File: src/rtl/rdgec_defines.svh
// Constant definitions for the differential driver gate and echo control block.
`ifndef RDGEC_DEFINES_SVH
`define RDGEC_DEFINES_SVH
`define RDGEC_ECHO_ADDR 9'h1C2
`define RDGEC_ECHO_RESET 16'h0000
`define RDGEC_ECHO_BIT 0
`define RDGEC_CLK_HZ 50000000
`define RDGEC_LEAD_CHARS 2
`define RDGEC_BITS_PER_CHAR 10
`define RDGEC_SLOW_HOLD_MS 3
`define RDGEC_SLOW_HOLD_CYC ((`RDGEC_CLK_HZ / 1000) * `RDGEC_SLOW_HOLD_MS)
`define RDGEC_RATE_50 3'h0
`define RDGEC_RATE_300 3'h1
`define RDGEC_RATE_600 3'h2
`define RDGEC_RATE_1200 3'h3
`define RDGEC_RATE_2400 3'h4
`define RDGEC_RATE_4800 3'h5
`define RDGEC_RATE_9600 3'h6
`define RDGEC_RATE_19200 3'h7
`define RDGEC_FIFO_DEPTH 8
`endif

File: src/rtl/rdgec_pkg.sv
// Types shared by the driver gate and echo control block.
package rdgec_pkg;
    typedef enum logic [4:0] {
        RDGEC_IDLE = 5'h01,
        RDGEC_LEAD = 5'h02,
        RDGEC_SEND = 5'h04,
        RDGEC_HOLD = 5'h08,
        RDGEC_NEXT = 5'h10
    } rdgec_state_t;
endpackage

File: src/rtl/rdgec_fifo_if.sv
// Stream carrier between the block top and its transmit FIFO.
`timescale 1ns/100ps
`default_nettype none
interface rdgec_fifo_if;
    logic in_valid;
    logic in_ready;
    logic [7:0] in_data;
    logic out_valid;
    logic out_ready;
    logic [7:0] out_data;
    modport fifo (input in_valid, input in_data, output in_ready,
                  output out_valid, output out_data, input out_ready);
    modport user (output in_valid, output in_data, input in_ready,
                  input out_valid, input out_data, output out_ready);
endinterface
`default_nettype wire

File: src/rtl/rdgec_fifo.sv
// Parameterised flip-flop FIFO with valid and ready on both sides.
`timescale 1ns/100ps
`default_nettype none
module rdgec_fifo
#(
    parameter int WIDTH = 8,
    parameter int DEPTH = 8
)
(
    // Clock and reset
    input wire logic clk,
    input wire logic reset,
    // Stream
    rdgec_fifo_if.fifo s
);
    localparam int AW = $clog2(DEPTH);
    logic [WIDTH-1:0] mem [DEPTH];
    logic [AW-1:0] wr_ptr, next_wr_ptr;
    logic [AW-1:0] rd_ptr, next_rd_ptr;
    logic [AW:0] count, next_count;
    logic push, pop;

    assign s.in_ready = (count != DEPTH[AW:0]);
    assign s.out_valid = (count != '0);
    assign s.out_data = mem[rd_ptr];
    assign push = s.in_valid && s.in_ready;
    assign pop = s.out_valid && s.out_ready;

    always_comb
    begin
        next_wr_ptr = push ? wr_ptr + 1'b1 : wr_ptr;
        next_rd_ptr = pop ? rd_ptr + 1'b1 : rd_ptr;
        next_count = count;
        if (push && !pop)
        begin
            next_count = count + 1'b1;
        end
        else if (pop && !push)
        begin
            next_count = count - 1'b1;
        end
    end

    always_ff @(posedge clk)
    begin
        if (reset)
        begin
            wr_ptr <= '0;
            rd_ptr <= '0;
            count <= '0;
        end
        else
        begin
            wr_ptr <= next_wr_ptr;
            rd_ptr <= next_rd_ptr;
            count <= next_count;
        end
        if (push)
        begin
            mem[wr_ptr] <= s.in_data[WIDTH-1:0];
        end
    end
endmodule
`default_nettype wire

File: src/rtl/rdgec_top.sv
// Transmit driver gate, lead mark, hold time and echo control for the differential channel.
// ==========================================================================
// Functional notes
// - Pair driven while output enable is high, floated while it is low.
// - After gate opens, hold mark two character times before first data.
// - At 600 bps and faster, gate closes within one bit after last bit.
// - At 50 or 300 bps, gate may stay open several milliseconds after.
// - Echo setting 0 on two-wire: own characters delivered as received data.
// - Echo setting 1: characters caused by own transmission are discarded.
// - Echo setting word at address 1C2H, host writable, reads zero after reset.
// - Echo setting sampled only between transmissions; changes while sending ignored.
// - Echo suppression only on the second channel in two-wire half-duplex mode.
`timescale 1ns/100ps
`default_nettype none
`include "rdgec_defines.svh"
module rdgec_top
    import rdgec_pkg::*;
(
    // Clock and reset
    input wire logic clk,
    input wire logic reset,
    // Buffer word access
    input wire logic buf_wr,
    input wire logic buf_rd,
    input wire logic [8:0] buf_addr,
    input wire logic [15:0] buf_wdata,
    output logic [15:0] buf_rdata,
    // Channel configuration
    input wire logic [2:0] baud_sel,
    input wire logic two_wire,
    input wire logic second_channel,
    // Transmit characters
    input wire logic tx_valid,
    input wire logic [7:0] tx_data,
    output logic tx_ready,
    // Characters from the receiver
    input wire logic rx_char_valid,
    input wire logic [7:0] rx_char,
    output logic rx_out_valid,
    output logic [7:0] rx_out_data,
    // Transmit pair
    output logic tx_pair_pos,
    output logic tx_pair_neg,
    output logic tx_pair_oe,
    output logic tx_busy
);
    // ======================================================================
    // Bit timing
    logic [3:0] bit_idx, next_bit_idx;
    logic [21:0] tick_cnt, next_tick_cnt;
    logic [21:0] bit_cycles;
    logic [7:0] shreg, next_shreg;
    logic [15:0] echo_word, next_echo_word;
    logic echo_drop, next_echo_drop;
    logic [1:0] lead_cnt, next_lead_cnt;
    rdgec_state_t state, next_state;
    rdgec_fifo_if fq();

    function automatic logic [21:0] rate_cycles(input logic [2:0] sel);
        case (sel)
            `RDGEC_RATE_50: rate_cycles = 22'(`RDGEC_CLK_HZ / 50);
            `RDGEC_RATE_300: rate_cycles = 22'(`RDGEC_CLK_HZ / 300);
            `RDGEC_RATE_600: rate_cycles = 22'(`RDGEC_CLK_HZ / 600);
            `RDGEC_RATE_1200: rate_cycles = 22'(`RDGEC_CLK_HZ / 1200);
            `RDGEC_RATE_2400: rate_cycles = 22'(`RDGEC_CLK_HZ / 2400);
            `RDGEC_RATE_4800: rate_cycles = 22'(`RDGEC_CLK_HZ / 4800);
            `RDGEC_RATE_9600: rate_cycles = 22'(`RDGEC_CLK_HZ / 9600);
            default: rate_cycles = 22'(`RDGEC_CLK_HZ / 19200);
        endcase
    endfunction

    assign bit_cycles = rate_cycles(baud_sel);

    // The queue lets the host run ahead of a slow line; its fullness stalls tx_ready.
    rdgec_fifo #(.WIDTH(8), .DEPTH(`RDGEC_FIFO_DEPTH)) u_fifo
    (
        .clk(clk),
        .reset(reset),
        .s(fq.fifo)
    );
    assign fq.in_valid = tx_valid;
    assign fq.in_data = tx_data;
    assign fq.out_ready = (state == RDGEC_SEND) && (bit_idx == 4'h0) && (tick_cnt == 22'h0);

    // ======================================================================
    // Transmit sequencer
    logic tick_done;
    assign tick_done = (tick_cnt == bit_cycles - 22'h1);

    always_comb
    begin
        next_state = state;
        next_bit_idx = bit_idx;
        next_tick_cnt = tick_cnt + 22'h1;
        next_shreg = shreg;
        next_lead_cnt = lead_cnt;
        next_echo_drop = echo_drop;
        case (state)
            RDGEC_IDLE:
            begin
                next_tick_cnt = 22'h0;
                if (fq.out_valid)
                begin
                    next_state = RDGEC_LEAD;
                    next_lead_cnt = 2'h0;
                    next_bit_idx = 4'h0;
                    next_echo_drop = echo_word[`RDGEC_ECHO_BIT] && two_wire && second_channel;
                end
            end
            RDGEC_LEAD:
            begin
                if (tick_done)
                begin
                    next_tick_cnt = 22'h0;
                    next_bit_idx = bit_idx + 4'h1;
                    if (bit_idx == 4'(`RDGEC_BITS_PER_CHAR - 1))
                    begin
                        next_bit_idx = 4'h0;
                        next_lead_cnt = lead_cnt + 2'h1;
                        if (lead_cnt == 2'(`RDGEC_LEAD_CHARS - 1))
                        begin
                            next_state = RDGEC_SEND;
                        end
                    end
                end
            end
            RDGEC_SEND:
            begin
                if (bit_idx == 4'h0 && tick_cnt == 22'h0)
                begin
                    next_shreg = fq.out_data;
                end
                if (tick_done)
                begin
                    next_tick_cnt = 22'h0;
                    next_bit_idx = bit_idx + 4'h1;
                    if (bit_idx >= 4'h1 && bit_idx <= 4'h8)
                    begin
                        next_shreg = {1'b1, shreg[7:1]};
                    end
                    if (bit_idx == 4'(`RDGEC_BITS_PER_CHAR - 1))
                    begin
                        next_bit_idx = 4'h0;
                        next_state = fq.out_valid ? RDGEC_SEND : RDGEC_HOLD;
                    end
                end
            end
            RDGEC_HOLD:
            begin
                // Slow rates keep the gate open for milliseconds; fast rates close next cycle.
                if (baud_sel != `RDGEC_RATE_50 && baud_sel != `RDGEC_RATE_300)
                begin
                    next_state = RDGEC_NEXT;
                end
                else if (tick_cnt == 22'(`RDGEC_SLOW_HOLD_CYC - 1))
                begin
                    next_state = RDGEC_NEXT;
                end
            end
            RDGEC_NEXT:
            begin
                next_tick_cnt = 22'h0;
                next_state = RDGEC_IDLE;
            end
            default:
            begin
                next_state = RDGEC_IDLE;
            end
        endcase
    end

    always_ff @(posedge clk)
    begin
        if (reset)
        begin
            state <= RDGEC_IDLE;
            bit_idx <= 4'h0;
            tick_cnt <= 22'h0;
            shreg <= 8'hFF;
            lead_cnt <= 2'h0;
            echo_drop <= 1'b0;
        end
        else
        begin
            state <= next_state;
            bit_idx <= next_bit_idx;
            tick_cnt <= next_tick_cnt;
            shreg <= next_shreg;
            lead_cnt <= next_lead_cnt;
            echo_drop <= next_echo_drop;
        end
    end

    // ======================================================================
    // Echo setting word
    always_comb
    begin
        next_echo_word = echo_word;
        if (buf_wr && buf_addr == `RDGEC_ECHO_ADDR)
        begin
            next_echo_word = buf_wdata;
        end
    end

    // ======================================================================
    // Output registers
    logic active;
    logic next_pos, next_oe, next_rx_valid;
    assign active = (state == RDGEC_LEAD) || (state == RDGEC_SEND) || (state == RDGEC_HOLD);

    always_comb
    begin
        next_oe = active;
        next_pos = 1'b1;
        if (state == RDGEC_SEND)
        begin
            if (bit_idx == 4'h0)
            begin
                next_pos = 1'b0;
            end
            else if (bit_idx <= 4'h8)
            begin
                next_pos = shreg[0];
            end
        end
        // Own characters are only seen while the gate is open, so that window defines echo.
        next_rx_valid = rx_char_valid && !(active && echo_drop);
    end

    always_ff @(posedge clk)
    begin
        if (reset)
        begin
            echo_word <= `RDGEC_ECHO_RESET;
            buf_rdata <= 16'h0000;
            tx_pair_pos <= 1'b1;
            tx_pair_neg <= 1'b0;
            tx_pair_oe <= 1'b0;
            tx_busy <= 1'b0;
            tx_ready <= 1'b0;
            rx_out_valid <= 1'b0;
            rx_out_data <= 8'h00;
        end
        else
        begin
            echo_word <= next_echo_word;
            buf_rdata <= (buf_rd && buf_addr == `RDGEC_ECHO_ADDR) ? echo_word : 16'h0000;
            tx_pair_pos <= next_pos;
            tx_pair_neg <= ~next_pos;
            tx_pair_oe <= next_oe;
            tx_busy <= next_oe;
            tx_ready <= fq.in_ready;
            rx_out_valid <= next_rx_valid;
            rx_out_data <= rx_char;
        end
    end
endmodule
`default_nettype wire

File: config.mk
export PLATFORM = sky130hd
export DESIGN_NAME = rdgec_top
export DESIGN_NICKNAME = d
export VERILOG_FILES = /design/src/rtl/rdgec_pkg.sv /design/src/rtl/rdgec_fifo_if.sv /design/src/rtl/rdgec_fifo.sv /design/src/rtl/rdgec_top.sv
export VERILOG_INCLUDE_DIRS = /design/src /design/src/rtl
export SDC_FILE = /design/constraint.sdc
export NUM_CORES = 1
export LEC_CHECK = 0
export BUFFER_PORTS_ARGS = -buffer_cell sky130_fd_sc_hd__buf_2
export CAP_MARGIN = 25
export CORE_MARGIN = 8
export CORE_UTILIZATION = 35
export DETAILED_ROUTE_END_ITERATION = 7
export PLACE_DENSITY = 0.64
export SYNTH_ARGS = -nofsm -noshare
export SYNTH_HDL_FRONTEND = slang
export SYNTH_SLANG_ARGS = --single-unit
export TNS_END_PERCENT = 1
File: constraint.sdc
create_clock -name clk -period 5.6 [get_ports clk]
set_input_delay 1.4 -clock clk [delete_from_list [all_inputs] [get_ports clk]]
set_output_delay 1.4 -clock clk [all_outputs]
set_load 0.05 [all_outputs]
==> impl_summary.md, run 1 <==
Clock network
The number of gates resized after CTS was 0. No sink is reached through more buffers than the 2 on the longest clock path. The clock slew seen by the registers of the worst setup and hold paths is 0.07 ns. The hold-fix buffer count after cts is 0. After clock tree synthesis, the setup repair step added 0 buffers. The total CTS buffers is 17.

The number of levels the H-tree was split into is 4. The clock sink count is 164. The clock insertion delay at the later pin of the skew report is 0.42 ns. The CTS tree is built. The clock root buffer is sky130_fd_sc_hd__clkbuf_16.

Floorplanning
The die height is 162 um. Row generation in the floorplan step produced 53 rows. The die outline width is 162 um. The region available for standard cell placement spans 0.0210 mm2. The floorplan step defined a die boundary enclosing 0.0261 mm2. 82 I/O pins were placed. Once the floorplan was initialized, standard cells occupied 35.4% of the core.

Yosys
The dominant combinational cell family by area after synthesis is simple AND/OR/NAND/NOR gates. The top flip-flop cell by instance count after synthesis is sky130_fd_sc_hd__dfxtp_1. The number of warning messages in the yosys log is 0. The area of the mapped netlist is 0.00743 mm2. The top cell type by total area after synthesis is sky130_fd_sc_hd__dfxtp_1. The multiplexer area fraction after synthesis is 9.35%. The cell count after synthesis is 690. The synthesized netlist devotes 1.92% of its cell area to adder and majority cells.

The post-synthesis net count is 752. Sorting the synthesized cells by area gives the leading types as sky130_fd_sc_hd__dfxtp_1 27%, sky130_fd_sc_hd__edfxtp_1 26%, sky130_fd_sc_hd__mux4_2 4.9%, sky130_fd_sc_hd__nor2_1 3.4%, sky130_fd_sc_hd__mux2i_1 2.8%. The post-synthesis share of cell area spent on xor and xnor gates is 4.13%. The number of register bits inferred by synthesis is 164.

The top-area cell type share of the netlist area is 27.0%. The count of different cell masters after synthesis is 65. The sequential cell area fraction in the yosys report is 52.8%. The share of flip-flops with an asynchronous set or reset is 0%.

After Yosys synthesis, and, or, nand and nor cells account for 20.4% of the synthesized area. Summing the areas of all compound-gate instances in the mapped netlist gives 7.38% of the synthesized area. The average footprint of a synthesized cell is 10.8 um2. The number of synthesized flops with an enable pin is 64.

Setup path
In this run the worst setup path begins at baud_sel[2]. The critical path class is in -> reg. The critical path goes through buf_2 -> nor2b_1 -> o21ai_0 -> ha_1 -> xor2_1 -> or4_1 -> o211ai_1 -> nor2_1 -> or4_4 -> a211oi_4 -> buf_4 -> nor3_1. On the critical path, the stage with the largest delay is an instance of sky130_fd_sc_hd__or4_4. On the worst path, the slowest cell contributes a delay of 0.56 ns. The arrival time of the worst setup path is 4.53 ns. Data on the critical path is required at its endpoint by 5.90 ns.

The peak fanout along the critical path is 34. The beginning of the worst register-to-register path is tick_cnt[4]. The critical path capture point type is a register. STA classifies the critical path startpoint as an input pin.

STA
The headroom to the max-slew limit is 32.9%. The worst-case hold slack is 0.447 ns. The ratio of final minimum period to clock period is 75.6%. Setup slack closes at 1.37 ns.

Setup repair after global routing left no endpoint under its margin. For the pin with the worst max-slew slack, the measured transition is 1.00 ns. The final max-slew violation count is 0.

Based on the critical path, the design can be clocked at up to 236 MHz. The setup total negative slack is 0 ns. For the finished layout, the period the worst path requires is 4.23 ns. The number of hold violations in the final report is 0. The final setup violation count is 0.

The clock arrives with 0.0141 ns of skew.

GRT
The first global-routing pass estimated 25600 um of wire. The initial antenna violation count is 0. The number of global-route vias before repair is 5011.

The pin count of the biggest net entering global routing is 57. The remaining global-route overflow is 0. Global routing consumed, over all layers together, 12.1% of the routing resources.

Final layout
Of the cells placed in the final design, the portion with a size suffix greater than 1 is 20.7%. The count of nets after finishing is 813. The library cells used most frequently in the layout, excluding fill and tap cells, are 100 x sky130_fd_sc_hd__dfxtp_1, 81 x sky130_fd_sc_hd__buf_2, 67 x sky130_fd_sc_hd__nor2_1. The post-layout utilization of the core is 41.2%. The leading cell type in the layout, fill and taps excluded is sky130_fd_sc_hd__dfxtp_1. Relative to the synthesized area, the layout overhead comes to 16.3%. The number of antenna diodes is 0. The post-layout instance count excluding filler cells is 1039.

The area of all placed cells without fillers is 0.00864 mm2.

Power
The share of power burned in combinational logic is 14.8%. The total chip power is 2.87 mW. Cell internal power was estimated by the tool at 2.04 mW. The clock power share is 39.2%. The sequential power share is 46.0%. The net switching fraction of the power is 29.0%.

The power density of the placed cells is 332 mW/mm2. The largest voltage drop on the vdd net is 0.000221 V. The cell leakage power is 3.20 nW. The switching component of the power is 0.832 mW.

Detailed routing
The pre-antenna-repair detailed-routing pass consisted of 5 iterations. Dividing the detail-routed via count by the number of cells gives 5.07. The final routed wire length divided by cell count is 15.0 um.

The routed design has 15600 um of wire. The violation count after the first detailed-routing iteration is 331. The post-detailed-route count of antenna-violating nets is 0. Detailed routing inserted a total of 5268 vias. The final routed DRC violation total is 0.

Placed design
The cell total after placement is 1005. The pre-CTS setup slack is 0.895 ns. Once placement finished, the instance area stood at 0.00802 mm2.

The final HPWL from detailed placement is 10700 um. The number of input and output port buffers inserted is 81. The weighted congestion at the end of routability-driven global placement is 0.842.

Flow run
The number of maximum-capacitance violations is 0.

Status
The run finished with clean final reports.

Hold path
The beginning of the worst hold path is echo_drop. The class of the most critical hold timing path is reg -> reg.
## power by group through the flow
stage               clock [mW]  sequential [mW]  combinational, mW
finish                    1.13             1.32              0.424
global route              1.21             1.33              0.473
CTS                       1.16             1.32              0.427
detailed placement           0             1.35              0.424
global placement             0             1.35              0.418
floorplan                    0             1.35              0.327
## final timing paths
check                    end  slack [ns]  cells past startpoint
min reg2reg     rx_out_valid        0.45                      1
min             rx_out_valid        0.45                      1
max reg2reg  u_fifo.count[3]        2.07                     13
max             tick_cnt[10]        1.37                     12
## critical path: cells and delay by family
family                     cells  cell delay (ns)
buffers and inverters          2             0.73
adders and majority gates      1             0.34
and+or+nand+nor                5             1.35
xor gates and xnor gates       1             0.15
AOI/OAI and AO/OA              3             0.54
## metal layers
layer	track usage, %	share of wire, %
met1	15.6	45
met2	19.7	50
met3	2.68	4.3
met4	3.79	1.0
met5	0	0
## cell type report
class / instances / area [um2]
clock buffer: 17 / 425
inverter: 22 / 82.6
clock inverter: 15 / 165
fill: 2037 / 12300
tap: 275 / 344
multi-input combinational: 456 / 3200
timing repair buffer: 90 / 493
sequential: 164 / 3920
## state kept, by name, indices dropped and copies added, names as in the netlist, named ones only
signal	cells
shreg	8
tx_busy	1
bit_idx	4
buf_rdata	16
u_fifo.wr_ptr	3
lead_cnt	2
u_fifo.count	4
rx_out_valid	1
echo_word	16
tx_ready	1
echo_drop	1
tx_pair_neg	1
state	5
tick_cnt	22
u_fifo.mem	64
u_fifo.rd_ptr	3
rx_out_data	8
tx_pair_pos	1
## synthesized netlist by cell type, types with 5 or more instances
library cell and instances:
sky130_fd_sc_hd__a221oi_1 7, sky130_fd_sc_hd__a21o_1 9, sky130_fd_sc_hd__nand2b_1 13, sky130_fd_sc_hd__dfxtp_1 100
sky130_fd_sc_hd__mux4_2 16, sky130_fd_sc_hd__mux2i_1 21, sky130_fd_sc_hd__a211oi_1 5, sky130_fd_sc_hd__and2_1 16
sky130_fd_sc_hd__nor2b_1 13, sky130_fd_sc_hd__mux2_2 11, sky130_fd_sc_hd__nand2_1 37, sky130_fd_sc_hd__a21oi_1 17
sky130_fd_sc_hd__nand4_1 18, sky130_fd_sc_hd__or3_1 6, sky130_fd_sc_hd__nand3_1 29, sky130_fd_sc_hd__nor4_1 7
sky130_fd_sc_hd__xor2_1 14, sky130_fd_sc_hd__nor2_1 67, sky130_fd_sc_hd__edfxtp_1 64, sky130_fd_sc_hd__nand3b_1 5
sky130_fd_sc_hd__o21ai_0 17, sky130_fd_sc_hd__buf_2 6, sky130_fd_sc_hd__inv_1 21, sky130_fd_sc_hd__nor3_1 39
sky130_fd_sc_hd__xnor2_1 21, sky130_fd_sc_hd__ha_1 9, sky130_fd_sc_hd__clkbuf_1 33
## kinds of logic after synthesis
logic type | after synthesis
AOI/OAI and AO/OA | 80
xor gates and xnor gates | 35
adders and majority gates | 11
buffers and inverters | 70
DFF | 164
muxes | 48
and+or+nand+nor | 282
Note: power is estimated with default switching activity, not from simulation.
==> run 2: changes to the inputs <==
PLACE_DENSITY = 0.66   (was 0.64)
clock period = 3.5 ns   (was 5.6 ns; I/O delays follow)
==> run 2 against run 1 <==
- global-route usage up 0.38 points
- sequential cell count unchanged
- first-iteration DRC count is 15% lower
- power rose by 63%
- worst hold slack worse by 0.018 ns
- combinational power up 71%
- cell count increased by 2.3%
- clock power rose by 62%
- non-clock buffer count is 24 higher
- clock-buffer cell count unchanged
==> impl_summary.md, run 2 (synthesized netlist as in run 1, its figures left out) <==
Status
The flow ran to the end, and the final reports show no timing, DRC or antenna violations.

Detailed routing
The via density per instance is 5.01 (-1.1%). The final routed DRC violation total is 0 (unchanged). The detailed-routing iteration count for the pre-antenna-repair pass is 4 (-1). The violation count after the first detailed-routing iteration came to 283 (-15%). The total number of vias is 5328 (+1.1%).

The post-detailed-route count of antenna-violating nets came to 0 (unchanged). The total routed wirelength was 16100 um (+3.4%). The final routed wire length divided by cell count is 15.2 um (+1.0%).

GRT
The remaining global-route overflow is 0 (unchanged). The global-route wire length before repair is 26300 um (+2.8%). The number of global-route vias before repair is 5146 (+2.7%). The pin count of the biggest net entering global routing is 45 (-21%). The met2 layer usage reported by global route is 21.7% (+1.9 points). After global routing, the most crowded layer is met2.

The met1 usage in global routing is 14.8% (-0.83 points). The all-layer global routing usage is 12.4% (+0.38 points). The initial antenna violation count came to 0 (unchanged). The met3 usage is 2.91% (+0.23 points).

Setup path
The arrival time of the worst setup path is 3.58 ns (-0.95 ns). The start point of the critical path is tick_cnt[16]. In this run the critical register-to-register path is captured at u_fifo.count[3]. The capture point of the worst path is u_fifo.count[3]. The master of the slowest instance on the critical path is sky130_fd_sc_hd__or3_1. The data required time at the worst endpoint is 3.86 ns (-2.04 ns).

The sort of element at the start of the critical path is a register. The number of cells on the worst reg-to-reg path came to 14 (+1). The startpoint identified for the worst register-to-register timing path is tick_cnt[16]. The critical path capture point type is a register. The critical path's largest stage delay is 0.46 ns (-0.10 ns). The critical path class is reg -> reg. Traced cell by cell, the critical path runs through nor4_1 -> nand4_1 -> or3_1 -> nor2_1 -> buf_4 -> inv_1 -> ha_1 -> inv_1 -> ha_1 -> a21o_1 -> a21oi_1 -> xnor2_1 -> or3_1 -> a21oi_1. The slack of the worst reg-to-reg path came to 0.28 ns (-1.79 ns). The peak fanout along the critical path is 6 (-82%).

Power
The cell leakage power came to 3.33 nW (+4.2%). The net switching fraction of the power is 29.2% (+0.17 points). The power density of the placed cells is 530 mW/mm2 (+59%). The largest voltage drop on the vdd net is 0.000360 V (+63%). The switching component of the power is 1.36 mW (+64%). The sequential power share came to 45.2% (-0.8 points).

The cell-internal power came to 3.31 mW (+62%). The share of power burned in combinational logic was 15.5% (+0.7 points). The clock power share came to 39.3% (about the same). The total chip power is 4.67 mW (+63%).

Floorplanning
The I/O pin count came to 82 (unchanged). The total core area is 0.0210 mm2 (unchanged). The die height was 162 um (unchanged). The die outline width was 162 um (unchanged). The initial core utilization is 35.4% (unchanged). The full die area was 0.0261 mm2 (unchanged).

The number of placement rows was 53 (unchanged).

Clock network
The clock insertion delay at the later pin of the skew report is 0.43 ns (about the same). The hold-fix buffer count after cts is 0 (unchanged). The CTS tree is built.

The number of levels the H-tree was split into came to 4 (unchanged). Clock tree synthesis selected as its root buffer the cell sky130_fd_sc_hd__clkbuf_16. The clock slew seen by the registers of the worst setup and hold paths is 0.07 ns (about the same). The total CTS buffers is 17 (unchanged). The clock sink count is 164 (unchanged).

The number of buffers inserted by post-CTS setup repair is 0 (unchanged). The maximum number of buffers from clock root to sink is 2 (unchanged). The post-CTS resize count was 0 (unchanged).

STA
Static timing analysis puts the maximum clock frequency at 311 MHz. Setup repair after global routing left no endpoint under its margin. The final setup violation count is 0 (unchanged).

The final max-slew violation count is 0 (unchanged). The number of hold violations in the final report is 0 (unchanged). The measured slew at the worst slew-check pin is 0.820 ns (-0.183 ns). The clock skew is 0.0164 ns (+0.00233 ns).

The final worst slack is 0.282 ns (-1.08 ns). The worst path needs 3.22 ns of the cycle, external delays included. The final critical path takes up 91.9% of the cycle. The headroom to the max-slew limit came to 45.2% (+12 points).

Final layout
In the final layout, the registers with the most flip-flops are u_fifo.mem: 64 flops, tick_cnt: 22 flops. The leading cell type in the layout, fill and taps excluded is sky130_fd_sc_hd__dfxtp_1. The area growth from synthesis to layout is 18.6%. The number of flip-flops under the largest register name is 64 (unchanged). The count of nets after finishing was 837 (+3.0%). The library cells used most frequently in the layout, excluding fill and tap cells, are 100 x sky130_fd_sc_hd__dfxtp_1, 81 x sky130_fd_sc_hd__buf_2, 67 x sky130_fd_sc_hd__nor2_1. The number of antenna diodes is 0 (unchanged). The area of all placed cells without fillers came to 0.00881 mm2 (+2.0%). The ratio of cells with drive above 1 in the final layout is 23.2% (+2.5 points). The register with the most flip-flops is u_fifo.mem.

Flow run
The number of maximum-capacitance violations came to 0 (unchanged).

Placed design
The final HPWL from detailed placement came to 11200 um (+3.9%). The pre-CTS setup slack is -0.0334 ns (-0.928 ns). The weighted congestion at the end of routability-driven global placement is 0.815 (-3.1%). The instance area at placement came to 0.00822 mm2 (+2.5%). The number of input and output port buffers inserted was 81 (unchanged).

Hold path
The min-delay analysis places its worst path in the category reg -> reg.
run 2: cell count changes in the layout (fill, tap and decap cells not counted), sizes merged:
cell / change
buf: +24
inv: +4
clkinvlp: -3
clkinv: -1
run 2: worst min-delay path by stage:
| stage | endpoint | slack [ns] | from | cells past startpoint |
|---|---|---|---|---|
| after floorplan | rx_out_valid | 0.40 | echo_drop | 1 |
| after global placement | rx_out_valid | 0.42 | echo_drop | 1 |
| after detailed placement | rx_out_valid | 0.42 | echo_drop | 1 |
| after CTS | rx_out_valid | 0.43 | echo_drop | 1 |
| after global routing | rx_out_valid | 0.44 | echo_drop | 1 |
| final | rx_out_valid | 0.43 | echo_drop | 1 |
run 2: metrics by stage:
stage                     util [%]  TNS [ns]  cells  hold slack (ns)
after floorplan                  -     -1.65    690            0.404
after global placement        39.2         0   1030            0.417
after detailed placement      39.2    -0.485   1031            0.424
after CTS                     42.0         0   1063            0.434
after global routing          42.0         0   1063            0.443
final                         42.0         0   1063            0.429
run 2: worst max-delay path: cells and delay by family (launching register included):
family / cells / cell delay (ns)
xor gates and xnor gates: 1 / 0.09
and+or+nand+nor: 5 / 1.43
adders and majority gates: 2 / 0.46
AOI/OAI and AO/OA: 3 / 0.49
buffers and inverters: 3 / 0.32
DFF: 1 / 0.38
run 2: layout make-up:
| cell class | count | area, um2 |
|---|---|---|
| inverter | 22 | 82.6 |
| fill | 2025 | 12100 |
| sequential | 164 | 3920 |
| timing repair buffer | 114 | 666 |
| multi-input combinational | 456 | 3210 |
| clock buffer | 17 | 425 |
| tap | 275 | 344 |
| clock inverter | 15 | 161 |
run 2: metal layers:
| layer | vias to the layer above | routed length (um) |
|---|---|---|
| met4 | 0 | 174 |
| met1 | 2555 | 6990 |
| met3 | 15 | 503 |
| met2 | 96 | 8450 |
| li1 | 2662 | - |
| met5 | - | 0 |
run 2: power groups by stage:
stage | registers, mW | clock network (mW) | logic [mW]
after global routing | 2.12 | 1.96 | 0.809
final | 2.11 | 1.83 | 0.724
after CTS | 2.11 | 1.89 | 0.733
after global placement | 2.15 | 0 | 0.718
after floorplan | 2.16 | 0 | 0.526
after detailed placement | 2.16 | 0 | 0.731
